File: src/pkg/dmad_pkg.sv
// package with address map constants for the data memory address decoder
package dmad_pkg;
    localparam int unsigned DMAD_HALF = 128;
    localparam logic [7:0] DMAD_BANK_END = 8'h20;
    localparam logic [7:0] DMAD_BIT_END = 8'h30;
    localparam logic [15:0] DMAD_XMEM_SIZE = 16'h2000;
    localparam logic [17:0] DMAD_RSV_LO = 18'h1fc00;
    localparam logic [17:0] DMAD_RSV_HI = 18'h1ffff;
    localparam logic [17:0] DMAD_SMALL_END = 18'h0ffff;
    localparam logic [17:0] DMAD_SCR_LO = 18'h20000;
    localparam logic [17:0] DMAD_SCR_HI = 18'h200ff;
    localparam int unsigned DMAD_SECTOR_BITS = 10;
    localparam int unsigned DMAD_SCR_SECTOR_BITS = 7;

    typedef enum logic [1:0] {
        DMAD_MAP_ONCHIP,
        DMAD_MAP_OFFCHIP,
        DMAD_MAP_SPLIT,
        DMAD_MAP_SPLIT2
    } dmad_map_t;

    typedef enum logic [2:0] {
        DMAD_TGT_NONE,
        DMAD_TGT_IRAM,
        DMAD_TGT_SPECIAL,
        DMAD_TGT_XMEM_ONCHIP,
        DMAD_TGT_EXT_PORT,
        DMAD_TGT_FLASH,
        DMAD_TGT_SCRATCH
    } dmad_tgt_t;
endpackage

File: src/design/dmad_flash_dec.sv
// flash program space decode with reserved and scratchpad areas
`timescale 1ns/10ps
module dmad_flash_dec
    import dmad_pkg::*;
#(
    parameter bit BANKED = 1'b1
) (
    input wire logic [17:0] addr_i,
    input wire logic is_data_i,
    output logic hit_o,
    output logic reserved_o,
    output logic scratch_o,
    output logic [7:0] sector_o
);
    always_comb begin
        hit_o = 1'b0;
        reserved_o = 1'b0;
        scratch_o = 1'b0;
        sector_o = addr_i[17:10];
        if (addr_i >= DMAD_SCR_LO && addr_i <= DMAD_SCR_HI) begin
            scratch_o = is_data_i;
            reserved_o = !is_data_i;
            sector_o = {7'h00, addr_i[DMAD_SCR_SECTOR_BITS]};
        end else if (BANKED) begin
            if (addr_i >= DMAD_RSV_LO && addr_i <= DMAD_RSV_HI) begin
                reserved_o = 1'b1;
            end else begin
                hit_o = 1'b1;
            end
        end else if (addr_i <= DMAD_SMALL_END) begin
            hit_o = 1'b1;
        end else begin
            reserved_o = 1'b1;
        end
    end
endmodule

File: src/design/dmad_top.sv
// data and program memory address decoder top
`timescale 1ns/10ps
module dmad_top
    import dmad_pkg::*;
#(
    parameter bit BANKED = 1'b1
) (
    input wire logic clk_i,
    input wire logic rstn_i,
    input wire logic ce_i,
    // internal data access
    input wire logic iacc_i,
    input wire logic iacc_direct_i,
    input wire logic iacc_bit_i,
    input wire logic [7:0] iaddr_i,
    input wire logic [1:0] bank_sel_i,
    // external data access
    input wire logic xacc_i,
    input wire logic [15:0] xaddr_i,
    input wire logic [1:0] xmap_i,
    input wire logic xmux_i,
    // program space access
    input wire logic pacc_i,
    input wire logic pacc_data_i,
    input wire logic [17:0] paddr_i,
    // outputs
    output logic [2:0] tgt_o,
    output logic [7:0] iram_addr_o,
    output logic [2:0] bit_pos_o,
    output logic bit_acc_o,
    output logic [12:0] xmem_addr_o,
    output logic [15:0] ext_addr_o,
    output logic ext_mux_o,
    output logic [7:0] flash_sector_o,
    output logic [17:0] flash_addr_o,
    output logic flash_reserved_o
);
    dmad_tgt_t tgt_d, tgt_q;
    logic [7:0] iram_d, iram_q;
    logic [2:0] bitp_d, bitp_q;
    logic bita_d, bita_q;
    logic [12:0] xr_d, xr_q;
    logic [15:0] ex_d, ex_q;
    logic mux_d, mux_q;
    logic [7:0] sec_d, sec_q;
    logic [17:0] fa_d, fa_q;
    logic rsv_d, rsv_q;
    logic f_hit, f_rsv, f_scr;
    logic [7:0] f_sec;
    logic [7:0] bit_byte;

    dmad_flash_dec #(.BANKED(BANKED)) u_flash (
        .addr_i(paddr_i),
        .is_data_i(pacc_data_i),
        .hit_o(f_hit),
        .reserved_o(f_rsv),
        .scratch_o(f_scr),
        .sector_o(f_sec)
    );

    // bit address: low 128 bit numbers map into the 16-byte bit area
    assign bit_byte = DMAD_BANK_END + {4'h0, iaddr_i[6:3]};

    always_comb begin
        tgt_d = DMAD_TGT_NONE;
        iram_d = iram_q;
        bitp_d = bitp_q;
        bita_d = 1'b0;
        xr_d = xr_q;
        ex_d = ex_q;
        mux_d = xmux_i;
        sec_d = sec_q;
        fa_d = fa_q;
        rsv_d = 1'b0;
        // priority gives one target per cycle
        if (iacc_i) begin
            if (iacc_bit_i && !iaddr_i[7]) begin
                tgt_d = DMAD_TGT_IRAM;
                iram_d = bit_byte;
                bitp_d = iaddr_i[2:0];
                bita_d = 1'b1;
            end else if (iacc_bit_i || (iacc_direct_i && iaddr_i[7])) begin
                tgt_d = DMAD_TGT_SPECIAL;
                iram_d = iaddr_i;
                bitp_d = iaddr_i[2:0];
                bita_d = iacc_bit_i;
            end else if (iaddr_i < DMAD_BANK_END) begin
                tgt_d = DMAD_TGT_IRAM;
                iram_d = {3'h0, bank_sel_i, iaddr_i[2:0]};
            end else begin
                tgt_d = DMAD_TGT_IRAM;
                iram_d = iaddr_i;
            end
        end else if (xacc_i) begin
            unique case (dmad_map_t'(xmap_i))
                DMAD_MAP_ONCHIP: begin
                    tgt_d = DMAD_TGT_XMEM_ONCHIP;
                    xr_d = xaddr_i[12:0];
                end
                DMAD_MAP_OFFCHIP: begin
                    tgt_d = DMAD_TGT_EXT_PORT;
                    ex_d = xaddr_i;
                end
                DMAD_MAP_SPLIT, DMAD_MAP_SPLIT2: begin
                    if (xaddr_i < DMAD_XMEM_SIZE) begin
                        tgt_d = DMAD_TGT_XMEM_ONCHIP;
                        xr_d = xaddr_i[12:0];
                    end else begin
                        tgt_d = DMAD_TGT_EXT_PORT;
                        ex_d = xaddr_i;
                    end
                end
            endcase
        end else if (pacc_i) begin
            fa_d = paddr_i;
            sec_d = f_sec;
            rsv_d = f_rsv;
            if (f_scr) begin
                tgt_d = DMAD_TGT_SCRATCH;
            end else if (f_hit) begin
                tgt_d = DMAD_TGT_FLASH;
            end
        end
    end

    always_ff @(posedge clk_i or negedge rstn_i) begin
        if (!rstn_i) begin
            tgt_q <= DMAD_TGT_NONE;
            iram_q <= 8'h00;
            bitp_q <= 3'h0;
            bita_q <= 1'b0;
            xr_q <= 13'h0000;
            ex_q <= 16'h0000;
            mux_q <= 1'b0;
            sec_q <= 8'h00;
            fa_q <= 18'h00000;
            rsv_q <= 1'b0;
        end else if (ce_i) begin
            tgt_q <= tgt_d;
            iram_q <= iram_d;
            bitp_q <= bitp_d;
            bita_q <= bita_d;
            xr_q <= xr_d;
            ex_q <= ex_d;
            mux_q <= mux_d;
            sec_q <= sec_d;
            fa_q <= fa_d;
            rsv_q <= rsv_d;
        end
    end

    assign tgt_o = tgt_q;
    assign iram_addr_o = iram_q;
    assign bit_pos_o = bitp_q;
    assign bit_acc_o = bita_q;
    assign xmem_addr_o = xr_q;
    assign ext_addr_o = ex_q;
    assign ext_mux_o = mux_q;
    assign flash_sector_o = sec_q;
    assign flash_addr_o = fa_q;
    assign flash_reserved_o = rsv_q;

    a_upper_indirect: assert property (@(posedge clk_i) disable iff (!rstn_i)
        ce_i && iacc_i && !iacc_direct_i && !iacc_bit_i && iaddr_i[7]
        |=> tgt_o == DMAD_TGT_IRAM && iram_addr_o == $past(iaddr_i))
        else $error("upper indirect not to ram");
    a_upper_direct: assert property (@(posedge clk_i) disable iff (!rstn_i)
        ce_i && iacc_i && iacc_direct_i && !iacc_bit_i && iaddr_i[7]
        |=> tgt_o == DMAD_TGT_SPECIAL)
        else $error("upper direct not to special space");
    a_lower_both: assert property (@(posedge clk_i) disable iff (!rstn_i)
        ce_i && iacc_i && !iacc_bit_i && !iaddr_i[7]
        |=> tgt_o == DMAD_TGT_IRAM)
        else $error("lower half not ram");
    a_bank_map: assert property (@(posedge clk_i) disable iff (!rstn_i)
        ce_i && iacc_i && !iacc_bit_i && iaddr_i < 8'h20
        |=> iram_addr_o[4:3] == $past(bank_sel_i))
        else $error("bank select ignored");
    a_bit_area: assert property (@(posedge clk_i) disable iff (!rstn_i)
        ce_i && iacc_i && iacc_bit_i && !iaddr_i[7]
        |=> iram_addr_o >= 8'h20 && iram_addr_o < 8'h30 && bit_acc_o)
        else $error("bit access outside bit area");
    a_xmem_alias: assert property (@(posedge clk_i) disable iff (!rstn_i)
        ce_i && !iacc_i && xacc_i && xmap_i == 2'h0
        |=> tgt_o == DMAD_TGT_XMEM_ONCHIP
            && xmem_addr_o == $past(xaddr_i[12:0]))
        else $error("onchip alias wrong");
    a_split_map: assert property (@(posedge clk_i) disable iff (!rstn_i)
        ce_i && !iacc_i && xacc_i && xmap_i[1] && xaddr_i >= 16'h2000
        |=> tgt_o == DMAD_TGT_EXT_PORT)
        else $error("split high not external");
    a_reserved: assert property (@(posedge clk_i) disable iff (!rstn_i)
        ce_i && !iacc_i && !xacc_i && pacc_i && BANKED
        && paddr_i >= 18'h1fc00 && paddr_i <= 18'h1ffff
        |=> flash_reserved_o && tgt_o != DMAD_TGT_FLASH)
        else $error("reserved flash reachable");

    a_split_low: assert property (@(posedge clk_i) disable iff (!rstn_i)
        ce_i && !iacc_i && xacc_i && xmap_i[1] && xaddr_i < DMAD_XMEM_SIZE
        |=> tgt_o == DMAD_TGT_XMEM_ONCHIP
            && xmem_addr_o == $past(xaddr_i[12:0]))
        else $error("split low not onchip");
    a_offchip_map: assert property (@(posedge clk_i) disable iff (!rstn_i)
        ce_i && !iacc_i && xacc_i && xmap_i == 2'h1
        |=> tgt_o == DMAD_TGT_EXT_PORT
            && ext_addr_o == $past(xaddr_i))
        else $error("offchip access not external");
    a_mux_follow: assert property (@(posedge clk_i) disable iff (!rstn_i)
        ce_i |=> ext_mux_o == $past(xmux_i))
        else $error("port line mode not followed");
    a_bit_pos: assert property (@(posedge clk_i) disable iff (!rstn_i)
        ce_i && iacc_i && iacc_bit_i
        |=> bit_acc_o && bit_pos_o == $past(iaddr_i[2:0]))
        else $error("bit position lost");
    a_flash_hit: assert property (@(posedge clk_i) disable iff (!rstn_i)
        ce_i && !iacc_i && !xacc_i && pacc_i && paddr_i < DMAD_RSV_LO
        && (BANKED || paddr_i <= DMAD_SMALL_END)
        |=> tgt_o == DMAD_TGT_FLASH && !flash_reserved_o)
        else $error("user flash not reached");
    a_sector_num: assert property (@(posedge clk_i) disable iff (!rstn_i)
        ce_i && !iacc_i && !xacc_i && pacc_i && paddr_i < DMAD_SCR_LO
        |=> flash_sector_o == $past(paddr_i[17:10]))
        else $error("flash sector wrong");
    a_scratch_data: assert property (@(posedge clk_i) disable iff (!rstn_i)
        ce_i && !iacc_i && !xacc_i && pacc_i
        && paddr_i >= DMAD_SCR_LO && paddr_i <= DMAD_SCR_HI
        |=> (tgt_o == DMAD_TGT_SCRATCH) == $past(pacc_data_i)
            && flash_reserved_o != $past(pacc_data_i))
        else $error("scratchpad not data only");
    a_idle_none: assert property (@(posedge clk_i) disable iff (!rstn_i)
        ce_i && !iacc_i && !xacc_i && !pacc_i
        |=> tgt_o == DMAD_TGT_NONE && !flash_reserved_o)
        else $error("target without access");
    a_ce_freeze: assert property (@(posedge clk_i) disable iff (!rstn_i)
        !ce_i |=> $stable(tgt_o) && $stable(iram_addr_o)
            && $stable(flash_addr_o) && $stable(ext_addr_o))
        else $error("state moved while frozen");
endmodule

File: config.mk
export PLATFORM = sky130hd
export DESIGN_NAME = dmad_top
export DESIGN_NICKNAME = d
export VERILOG_FILES = /design/src/pkg/dmad_pkg.sv /design/src/design/dmad_flash_dec.sv /design/src/design/dmad_top.sv
export SDC_FILE = /design/constraint.sdc
export NUM_CORES = 1
export LEC_CHECK = 0
export CAP_MARGIN = 20
export CORE_MARGIN = 10
export CORE_UTILIZATION = 57
export DETAILED_ROUTE_END_ITERATION = 6
export DONT_BUFFER_PORTS = 1
export PLACE_DENSITY = 0.81
export RECOVER_POWER = 50
export SYNTH_ARGS = -nofsm -noshare
export SYNTH_HDL_FRONTEND = slang
export SYNTH_SLANG_ARGS = --single-unit
File: constraint.sdc
create_clock -name clk_i -period 1.04 [get_ports clk_i]
set_input_delay 0.052 -clock clk_i [delete_from_list [all_inputs] [get_ports clk_i]]
set_output_delay 0.052 -clock clk_i [all_outputs]
set_load 0.005 [all_outputs]
==> Yosys cells after proc, flatten, opt, wreduce, memory -nomap -nowiden <==
Cells that the tools add are included.
{ "word_totals": {"reg_bits": 72, "latch_bits": 0, "ramBits": 0, "rom_bits": 0, "input_bits": 56, "output_inout_bits": 72, "word_cells": 71, "memories": 0} }
{ "classes": {"addsub": 1, "multipliers": 0, "n_div": 0, "n_lt_le_gt_ge": 6, "eq_ne": 5, "n_shift": 0, "n_mux": 30, "bitwise_logic": 2, "reduce_logical": 17} }
{ "op_table": {"columns": ["operator", "n"], "rows": [
  ["8-bit 2-to-1 mux", 4],
  ["16-bit one-hot mux with 2 select lines", 1],
  ["13-bit one-hot mux with 2 select lines", 1],
  ["3-bit 2-to-1 mux", 8],
  ["18-bit by 17-bit >= comparator with 1-bit output, second input constant", 1],
  ["18-bit >= comparator, second input constant", 1],
  ["18-bit by 17-bit <= comparator with 1-bit output, second input constant", 1],
  ["18-bit <= comparator, second input constant", 1],
  ["16-bit by 14-bit < comparator with 1-bit output, second input constant", 1],
  ["16-bit 2-to-1 mux", 1],
  ["13-bit 2-to-1 mux", 1],
  ["1-bit 2-to-1 mux", 11],
  ["5-bit AND reduction", 2],
  ["3-bit one-hot mux with 3 select lines", 1],
  ["8-bit by 6-bit < comparator with 1-bit output, second input constant", 1],
  ["6-bit by 4-bit adder with 7-bit output, first input constant", 1],
  ["2-bit nonzero test", 3],
  ["2-bit == test, second input constant", 2],
  ["1-bit logical AND", 4],
  ["2-bit 2-to-1 mux", 2],
  ["2-bit != test, second input constant", 2],
  ["4-bit AND reduction", 1],
  ["3-bit AND reduction", 1],
  ["2-bit by 1-bit == test with 1-bit output, second input constant", 1],
  ["6 further kinds", 8]
]} }

==> Depth between registers and ports, before layout <==
Gate-level depths: netlist (run 1).
{ "depth": {"word_depth": 9, "mapped_depth": 7, "depth_no_buf": 4} }

==> By module <==
From an unflattened synthesis (run 1), not the netlist that was laid out.
{ "hier_totals": {"hier_cells": 217, "area_unflattened_um2": 3054.2} }
{ "by_module_without_submodules": {"columns": ["module", "n_inst", "cells_each", "area_each_um2", "seq_area_each_um2"], "rows": [
  ["dmad_top", 1, 199, 2927.8, 1801.7],
  ["dmad_flash_dec", 1, 18, 126.4, 0.0]
]} }

==> Worst setup path after synthesis (run 1) <==
Ideal clock, no wire load.
{ "synth_path": {"path_kind": "in2reg", "startpoint": "in ce_i", "endpoint": "reg ex_q[10] (netlist: ext_addr_o[10])", "setup_time_ps": 125, "arrival_time_ps": 1186, "required_ps": 915, "setup_slack_ps": -271, "path_stages": 6, "path_buffers": 3, "cell_sequence": "buf_2 > and2b_4 > and4bb_1 > buf_6 > buf_6 > mux2_4"} }
{ "synth_between": {"elab_chain_cells": 1} }
{ "synth_lines": {"columns": ["element", "line_no", "source"], "rows": [
  ["start, declared", "dmad_top.sv:10", "input wire logic ce_i,"],
  ["5-bit AND reduction (no source line)", null, null],
  ["end signal, assigned", "dmad_top.sv:133", "ex_q <= 16'h0000;"],
  ["end signal, assigned", "dmad_top.sv:144", "ex_q <= ex_d;"],
  ["end, declared", "dmad_top.sv:43", "logic [15:0] ex_d, ex_q;"]
]} }
Every way passes these cells.
A chain may end at the register's enable or synchronous reset.

==> Worst setup path after layout (run 1) <==
{ "layout_path": {"startpoint": "in paddr_i[11]", "endpoint": "reg rsv_q (netlist: flash_reserved_o)"} }
{ "layout_between": {"elab_chain_cells": 7, "word_cells_on_any_way": 11, "cone_classes": "order compare (4); mux (5); reduce/logical (2)"} }
{ "layout_lines": {"columns": ["element", "line_no", "source"], "rows": [
  ["start, declared", "dmad_top.sv:25", "input wire logic [17:0] paddr_i,"],
  ["18-bit by 17-bit >= comparator with 1-bit output or 18-bit by 17-bit <= comparator with 1-bit output (tied branches)", "dmad_flash_dec.sv:25", "if (addr_i >= DMAD_RSV_LO && addr_i <= DMAD_RSV_HI) begin"],
  ["1-bit logical AND", "dmad_flash_dec.sv:25", null],
  ["1-bit 2-to-1 mux", "dmad_flash_dec.sv:25", null],
  ["1-bit 2-to-1 mux (*)", "dmad_flash_dec.sv:20", "if (addr_i >= DMAD_SCR_LO && addr_i <= DMAD_SCR_HI) begin"],
  ["1-bit 2-to-1 mux (*)", "dmad_top.sv:114", "end else if (pacc_i) begin"],
  ["1-bit 2-to-1 mux (*)", "dmad_top.sv:94", "end else if (xacc_i) begin"],
  ["1-bit 2-to-1 mux (*)", "dmad_top.sv:76", "if (iacc_i) begin"],
  ["end signal, assigned", "dmad_top.sv:148", "rsv_q <= rsv_d;"],
  ["end, declared", "dmad_top.sv:47", "logic rsv_d, rsv_q;"]
]} }
Every way passes the cells marked *; elsewhere a longest branch is shown, timed or not.

==> flow_summary.toml, run 1 <==
[status]
outcome = "finished, violations left"
violations = "negative hold slack"

[power_and_ir_drop]
power_w = 0.006663
clock_power_share_pct = 28.1
combPwrFrac_pct = 14.0
leakage_nw = 1.845
p_int_w = 0.004856
seqPwrFrac_pct = 57.9
p_switching_w = 0.001807
vdd_ir_drop_max_mv = 0.9415
swShare_pct = 27.12
powerDensity_nw_per_um2 = 1752

[cells_and_area]
nNetsFinal = 375
fin_area_um2 = 3802
area_growth_pct = 26.26
drive_gt1_share_pct = 16.36
antenna_cells = 0
final_cells = 394

[critical_path]
rr_startpoint = "ext_addr_o[4]"
critPathLaunch = "paddr_i[11]"
end_kind = "flip-flop"
crit_fanout = 4
cp-endpoint = "flash_reserved_o"
regToRegSetupSlack_ns = 0.20
reg2reg_to = "ext_addr_o[4]"
arrival_ns = 1.21
start_kind = "input pin"
critical_path_class = "input pin to flip-flop"
reg2reg_depth = 1
crit_required_ns = 1.31

[synthesis]
netlist_top_cells_count = "78 x nand2_1, 72 x dfrtp_1, 19 x mux2_4"
synth_area_leaders = "dfrtp_1 60%, nand2_1 9.7%, mux2_4 9.5%"
ys_seq_area_share_pct = 59.83
ys_types = 34
async_flop_share_pct = 100.0
netlist.area_leader.share_pct = 59.83
synthFlopType = "dfrtp_1"
yosysMostFrequentCell = "nand2_1"
yosysWarnings = 0
synth_area_um2 = 3012
synth_edf_count = 0
yosys_register_bits = 72
synthCells = 257
syn-num-nets = 313
syn_area_per_cell_um2 = 11.72
synth_area_leader_cell = "dfrtp_1"

[grt]
grt_pass1_vias = 2407
track_usage_pct = 19.19
grt_pass1_wl_mm = 13.02
antenna_found_initial = 0
grt_overflow = 0
grt_start_max_net_pins = 73

[placed_design]
place_area_um2 = 3132
post-place-cells = 327
hpwlAfterDp_mm = 5.506
port_buffers = 0
gp_congestion = 0.7550

[min_path]
min_path_type = "input pin to async pin"

[clock_tree]
clock-sinks = 72
cts_htree_levels = 3
root_buffer = "clkbuf_8"
clk_path_buf_depth = 2
clk_latency_ns = 0.32
clk_pin_slew_ns = 0.07
cts_made_buffers = 9
cts_tree = "built"

[floorplan]
io_pins = 128
core_area_um2 = 5107
die_h_um = 92.69
initial_core_util_pct = 58.97
die_w_um = 92.69
die_area_um2 = 8591
row_count = 26

[route]
drt_drc_violations_left = 0
dr_total_vias = 2206
via_per_inst = 5.599
dr.pass1.iters = 4
drtIter0Drc = 104
drt-total-wl_mm = 8.367
routedWlPerCell_um = 21.24
drtAntennaViolNets = 0

[sta]
period_minus_slack_ns = 0.9352
worst_pin_slew_ns = 0.5094
setup_viol = 0
slew_viol_final = 0
fmax_ghz = 1.069
finalCritPeriodShare_pct = 89.93
whs_ns = -0.5865
hold_violations = 72
fin_worst_skew_ns = 0
max_slew_margin_pct = 65.73
rsz0062_at_grt = "no"

[flow_run]
maxCapViolCount = 0
## kinds of logic after synthesis
| group | count (synthesis) | synth area share [%] |
|---|---|---|
| flops | 72 | 59.83 |
| buf+inv | 14 | 2.617 |
| compound gates | 27 | 5.318 |
| simple gates | 106 | 15.79 |
| mux | 38 | 16.45 |
## critical path: stages
cell and delay, ns:
nor4_1 0.48, nand4_1 0.28, o21ai_1 0.25, a22o_1 0.15
## timing repair
action                                 CTS  global route
hold buffers                            50             1
gates resized for setup                  0             0
endpoints found under the hold margin  144            76
setup buffers                            0             0
## flip-flops by register name, indices dropped and copies added, names as in the netlist
signal / count
flash_sector_o: 8
ext_addr_o: 16
tgt_o: 3
flash_addr_o: 18
bit_acc_o: 1
iram_addr_o: 8
ext_mux_o: 1
xmem_addr_o: 13
bit_pos_o: 3
flash_reserved_o: 1
## power by group through the flow
stage | Sequential, W | Clock [W] | Combinational (W)
5_1_grt | 0.00394 | 0.00203 | 0.00103
6_report | 0.00386 | 0.00187 | 0.000930
2_1_floorplan | 0.00371 | 0 | 0.000652
3_5_place_dp | 0.00392 | 0 | 0.000753
3_3_place_gp | 0.00389 | 0 | 0.000693
4_1_cts | 0.00387 | 0.00191 | 0.000922
## metal layers
layer | global-route usage [%] | vias up | part of all wire (%) | wire length (um)
met5 | 0 | - | 0 | 0
met4 | 7.069 | 0 | 1.6 | 131
met1 | 19.93 | 1086 | 35 | 2912
li1 | - | 988 | - | -
met2 | 32.41 | 116 | 51 | 4245
met3 | 10.09 | 16 | 13 | 1077
## area by class of cell
type	count	area [um2]
clock inverters	4	20.02
clock buffers	12	145.1
well taps	70	87.58
repair buffers	61	593.1
inverters	4	15.01
flip-flops and latches	72	1802
fillers	354	1305
multi-input cells	171	1140
## per-stage QoR
step | hold slack (ns) | setup TNS, ns | util (%) | worst slack [ns]
after floorplan | -0.2436 | -3.380 | - | -0.1864
after global placement | -0.2411 | -3.407 | 61.32 | -0.1333
after detailed placement | -0.2410 | -3.857 | 61.32 | -0.1490
after CTS | -0.5998 | 0 | 74.35 | 0.1971
after global routing | -0.6099 | 0 | 74.45 | 0.05908
final | -0.5865 | 0 | 74.45 | 0.1048
## placed cells by master (no fill, tap or decap), drive strengths merged, types with 2 or more instances in the layout
cell,Yosys,layout
a21oi,5,5
buf,6,8
clkbuf,4,14
clkinv,0,4
dfrtp,72,72
dlygate4sd3,0,51
inv,4,4
mux2,35,35
mux2i,3,3
nand2,78,78
nand2b,2,2
nand3,6,6
nand4,2,2
nor2,7,7
nor2b,2,2
o21ai,15,15
or4b,2,2
## worst min path at each step
stage / startpoint / to / slack [ns] / cells past startpoint
after floorplan: rstn_i / bit_acc_o / -0.24 / 0
after global placement: rstn_i / iram_addr_o[5] / -0.24 / 0
after detailed placement: rstn_i / iram_addr_o[6] / -0.24 / 0
after CTS: rstn_i / iram_addr_o[0] / -0.60 / 0
after global routing: rstn_i / iram_addr_o[2] / -0.61 / 0
final: rstn_i / iram_addr_o[2] / -0.59 / 0
Note: power is estimated with default switching activity, not from simulation.
==> run 2, diff against run 1 <==
- ABC_AREA: default -> 1
==> flow_summary.toml, run 2 <==
[synthesis]
synth_edf_count = 0
synth_compound_area_share_pct = 10.79
ys_types = 26
synth_area_leaders = "dfrtp_1 60%, nand2_1 17%, o21ai_0 4.4%"
syn-num-nets = 388
yosysMostFrequentCell = "nand2_1"
yosysWarnings = 0
synthCells = 332
synthMuxAreaShare_pct = 0.3778
ys_seq_area_share_pct = 60.45
netlist_top_cells_count = "132 x nand2_1, 72 x dfrtp_1, 32 x inv_1"
synth_xor_area_share_pct = 0
synthAdderAreaFrac_pct = 0
yosys.area_share.simple_pct = 21.62
synthFlopType = "dfrtp_1"
async_flop_share_pct = 100.0
synth_top_family_by_area = "simple AND/OR/NAND/NOR gates"
synth_area_um2 = 2980
netlist.area_leader.share_pct = 60.45
yosys_register_bits = 72
syn_area_per_cell_um2 = 8.977
synth_area_leader_cell = "dfrtp_1"

[critical_path]
end_kind = "flip-flop"
cpMostUsedCell = "nand2_1"
path_delay_family = "buffers and inverters"
max_stage_delay_ns = 0.60
start_kind = "input pin"
crit_fanout = 3
crit_required_ns = 1.27
critical_path_buf_inv_count = 1
critical_path_class = "input pin to flip-flop"
crit_chain = "dlygate4sd3_1 -> nor3_2 -> nand2_1 -> nand2_1 -> o21ai_1 -> o221ai_1"
arrival_ns = 1.39
cpMaxStageDelayCell = "dlygate4sd3_1"

[route]
routedWlPerCell_um = 18.21
wl_met1_mm = 3.094
dr.pass1.iters = 4
highest_layer = "met4"
drtAntennaViolNets = 0
dr_total_vias = 2512
wl_met2_mm = 4.449
via_per_inst = 5.311
drtIter0Drc = 99
drt-total-wl_mm = 8.615
wl_met3_um = 939
drt_drc_violations_left = 0

[clock_tree]
clk_path_buf_depth = 2
cts_made_buffers = 9
cts_tree = "built"
clk_pin_slew_ns = 0.07
root_buffer = "clkbuf_8"
clk_latency_ns = 0.32
clock-sinks = 72
cts_htree_levels = 3

[power_and_ir_drop]
leakage_nw = 1.924
vdd_ir_drop_max_mv = 1.163
powerDensity_nw_per_um2 = 1711

[cells_and_area]
nNetsFinal = 454
layout_commonest_cell = "nand2_1"
final_cell_mix = "131 x nand2_1, 72 x dfrtp_1, 52 x dlygate4sd3_1, 32 x inv_1, 25 x o21ai_0"
drive_gt1_share_pct = 7.960
largest_reg_flops = 18
final_cells = 473
area_growth_pct = 28.13
nFillCells = 349
fin_area_um2 = 3819
fin_util_pct = 75.25

[flow_run]
maxCapViolCount = 0

[sta]
period_minus_slack_ns = 1.161
fmax_ghz = 0.8615
rsz0062_at_grt = "yes"
setup_slack_ns = -0.1207
max_slew_margin_pct = 70.68
fin_worst_skew_ns = 0
slew_viol_final = 0
whs_ns = -0.5796
finalCritPeriodShare_pct = 111.6
setup_viol = 2
fin_tns_setup_ns = -0.2348
worst_pin_slew_ns = 0.4392
hold_violations = 72

[grt]
antenna_found_initial = 0
grt_pass1_vias = 2685
grt_overflow = 0
grt_start_max_net_pins = 73
grt_pass1_wl_mm = 13.66
track_usage_pct = 19.82

[min_path]
min_path_type = "input pin to async pin"

[status]
violations = "negative hold slack, negative setup slack"
outcome = "finished, violations left"

[placed_design]
place_area_um2 = 3095
port_buffers = 0
post-place-cells = 400
gp_congestion = 0.7760
hpwlAfterDp_mm = 5.400

[floorplan]
core_area_um2 = 5075
die_area_um2 = 8521
initial_core_util_pct = 58.73
io_pins = 128
row_count = 26
die_w_um = 92.31
die_h_um = 92.31
-- run 2: final cells by class --
cell class              instances  area (um2)  area share (%)
flip-flops and latches         72        1802           47.18
multi-input cells             215       977.2           25.59
repair buffers                 65       645.6           16.91
clock buffers                  12       155.1           4.063
inverters                      35       131.4           3.440
well taps                      70       87.58           2.294
clock inverters                 3       17.52          0.4587
diodes                          1       2.502         0.06553
-- run 2: repair_timing --
action,CTS,global route
gates resized for setup,0,8
setup buffers,0,2
endpoints found under the hold margin,144,75
setup endpoints to repair,0,10
hold buffers,53,2
-- run 2: power breakdown --
| group | switching, W | total [W] | leakage, nW | internal [W] |
|---|---|---|---|---|
| Combinational | 0.000392 | 0.000825 | 0.953 | 0.000433 |
| Clock | 0.000947 | 0.00192 | 0.0882 | 0.000977 |
| Sequential | 0.000471 | 0.00378 | 0.883 | 0.00331 |
-- run 2: stage by stage --
step | worst slack [ns] | total power (W)
detailed placement | 0.02098 | 0.004472
finish | -0.1207 | 0.006533
floorplan | 0.02369 | 0.004179
global placement | 0.05043 | 0.004414
CTS | 0.004925 | 0.006551
global route | -0.1258 | 0.006882
-- run 2: path summary, 6_finish.rpt --
check / start / endpoint / slack (ns) / depth (start not counted)
min in group clk_i: iacc_bit_i / iram_addr_o[1] / 0.02 / 2
max in group asynchronous: rstn_i / flash_addr_o[17] / 1.52 / 0
hold / removal: rstn_i / xmem_addr_o[3] / -0.58 / 0
setup reg to reg: bit_pos_o[0] / bit_pos_o[0] / 0.26 / 1
hold reg to reg: flash_addr_o[5] / flash_addr_o[5] / 0.51 / 2
setup / recovery: iaddr_i[5] / iram_addr_o[3] / -0.12 / 6
-- run 2: kinds of logic after synthesis --
family / count (synthesis)
simple gates: 160
mux: 1
flops: 72
buf+inv: 45
compound gates: 54
-- run 2: layer usage --
layer | vias to the layer above | track usage (%)
met2 | 110 | 34.12
met3 | 12 | 8.959
li1 | 1177 | -
met4 | 0 | 8.226
met1 | 1213 | 20.58
met5 | - | 0
==> run 3, diff against run 2 <==
- BUFFER_PORTS_ARGS: default -> -buffer_cell sky130_fd_sc_hd__buf_2
- CORE_UTILIZATION: 57 -> 47
- DONT_BUFFER_PORTS: 1 -> default
- PLACE_DENSITY: 0.81 -> 0.88
- clock period: 1.04 -> 1.2 ns (I/O delays scaled with it)
==> flow_summary.toml, run 3 (same netlist as run 2, synthesis figures left out) <==
[grt]
grt_overflow = 0
grt_pass1_wl_mm = 15.10
grt_pass1_vias = 2996
grt_start_max_net_pins = 73
track_usage_pct = 18.84
antenna_found_initial = 0

[cells_and_area]
fin_area_um2 = 4307
antenna_cells = 0
drive_gt1_share_pct = 31.45
layout_commonest_cell = "nand2_1"
nFillCells = 454
nNetsFinal = 563
largest_reg_flops = 18
final_cell_mix = "130 x nand2_1, 123 x buf_2, 72 x dfrtp_1, 37 x dlygate4sd3_1, 30 x inv_1"
area_growth_pct = 44.50

[floorplan]
die_area_um2 = 9926
row_count = 28
die_h_um = 99.63
die_w_um = 99.63
io_pins = 128
core_area_um2 = 6026
initial_core_util_pct = 49.46

[sta]
fmax_ghz = 0.8675
finalCritPeriodShare_pct = 96.06
slew_viol_final = 0
setup_slack_ns = 0.04725
hold_violations = 0
whs_ns = 0.01094
setup_viol = 0
worst_pin_slew_ns = 0.6716
period_minus_slack_ns = 1.153
rsz0062_at_grt = "no"
fin_worst_skew_ns = 0
fin_tns_setup_ns = 0
max_slew_margin_pct = 55.23

[route]
routedWlPerCell_um = 16.40
drt_drc_violations_left = 0
drtIter0Drc = 135
dr.pass1.iters = 5
drtAntennaViolNets = 0
drt-total-wl_mm = 9.626
dr_total_vias = 2913
via_per_inst = 4.963

[clock_tree]
cts_tree = "built"
clock-sinks = 72
clk_pin_slew_ns = 0.08
cts_htree_levels = 3
root_buffer = "clkbuf_8"
clk_latency_ns = 0.34
clk_path_buf_depth = 2
cts_made_buffers = 9

[min_path]
min_path_type = "input pin to flip-flop"
holdPathStages = 3

[power_and_ir_drop]
vdd_ir_drop_max_mv = 0.9284
leakage_nw = 2.354
powerDensity_nw_per_um2 = 1496
power_w = 0.006442

[placed_design]
place_area_um2 = 3755
port_buffers = 127
gp_congestion = 0.8246
hpwlAfterDp_mm = 6.303
place_ws_ns = 0.004400

[critical_path]
end_kind = "flip-flop"
crit_chain = "dlygate4sd3_1 -> buf_2 -> nand2_1 -> dlygate4sd3_1 -> nand2_1"
path_depth = 5
crit_required_ns = 1.44
cpMaxStageDelayCell = "dlygate4sd3_1"
path_delay_family = "buffers and inverters"
critical_path_class = "input pin to flip-flop"
start_kind = "input pin"
crit_fanout = 1
arrival_ns = 1.40
max_stage_delay_ns = 0.56
reg2reg_depth = 1
critical_path_buf_inv_count = 3

[status]
outcome = "finished, final reports clean"

[flow_run]
maxCapViolCount = 0
run 3: cell count changes in the layout (fill, tap and decap cells not counted), sizes merged:
cell / before / now
inv: 34 / 36
dlymetal6s4s: 3 / 0
bufinv: 0 / 1
dlygate4sd3: 52 / 37
clkinv: 3 / 5
diode: 1 / 0
clkinvlp: 1 / 0
buf: 8 / 132
run 3: final timing paths:
| kind | start | end | slack [ns] |
|---|---|---|---|
| setup reg to reg | bit_pos_o[0] | bit_pos_o[0] | 0.43 |
| min in group asynchronous | rstn_i | flash_addr_o[0] | 0.35 |
| setup / recovery | xmux_i | ext_mux_o | 0.05 |
| hold / removal | iaddr_i[3] | iram_addr_o[0] | 0.01 |
| hold reg to reg | flash_addr_o[11] | flash_addr_o[11] | 0.47 |
| max in group asynchronous | rstn_i | xmem_addr_o[12] | 0.34 |
run 3: tightest hold or removal path: cells and delay by family:
kind	cells	cell delay [ns]
compound gates	1	0.13
buf+inv	1	0.09
simple gates	1	0.04
run 3: cell type report:
class	count	area, um2	area share (%)
Clock inverter	7	78.83	1.830
Timing Repair Buffer	174	1092	25.36
Inverter	35	131.4	3.051
Tap cell	75	93.84	2.179
Clock buffer	9	123.9	2.876
Sequential cell	72	1802	41.84
Multi-Input combinational cell	215	984.7	22.86
run 3: routing by layer:
metal | share of wire, % | track usage (%)
met5 | 0 | 0
met1 | 40 | 21.46
met2 | 49 | 31.16
met3 | 9.4 | 7.059
met4 | 1.8 | 7.718
run 3: stage by stage:
| step | utilization, % | cells |
|---|---|---|
| 6_report | 71.47 | 587 |
| 5_1_grt | 71.47 | 587 |
| 4_1_cts | 71.82 | 587 |
| 3_5_place_dp | 62.31 | 534 |
| 3_3_place_gp | 62.31 | 534 |
| 2_1_floorplan | - | 332 |
run 3: power by group:
part | total, W | internal (W) | leakage [nW] | switching [W]
registers | 0.00310 | 0.00286 | 0.883 | 0.000232
logic | 0.00139 | 0.000681 | 1.37 | 0.000705
clock network | 0.00196 | 0.000982 | 0.104 | 0.000979
run 3: timing repair:
action                                 4_1_cts  5_1_grt
hold buffers                                37        0
setup buffers                                0        1
setup endpoints to repair                    0        4
gates resized for setup                      0        9
endpoints found under the hold margin      114        0
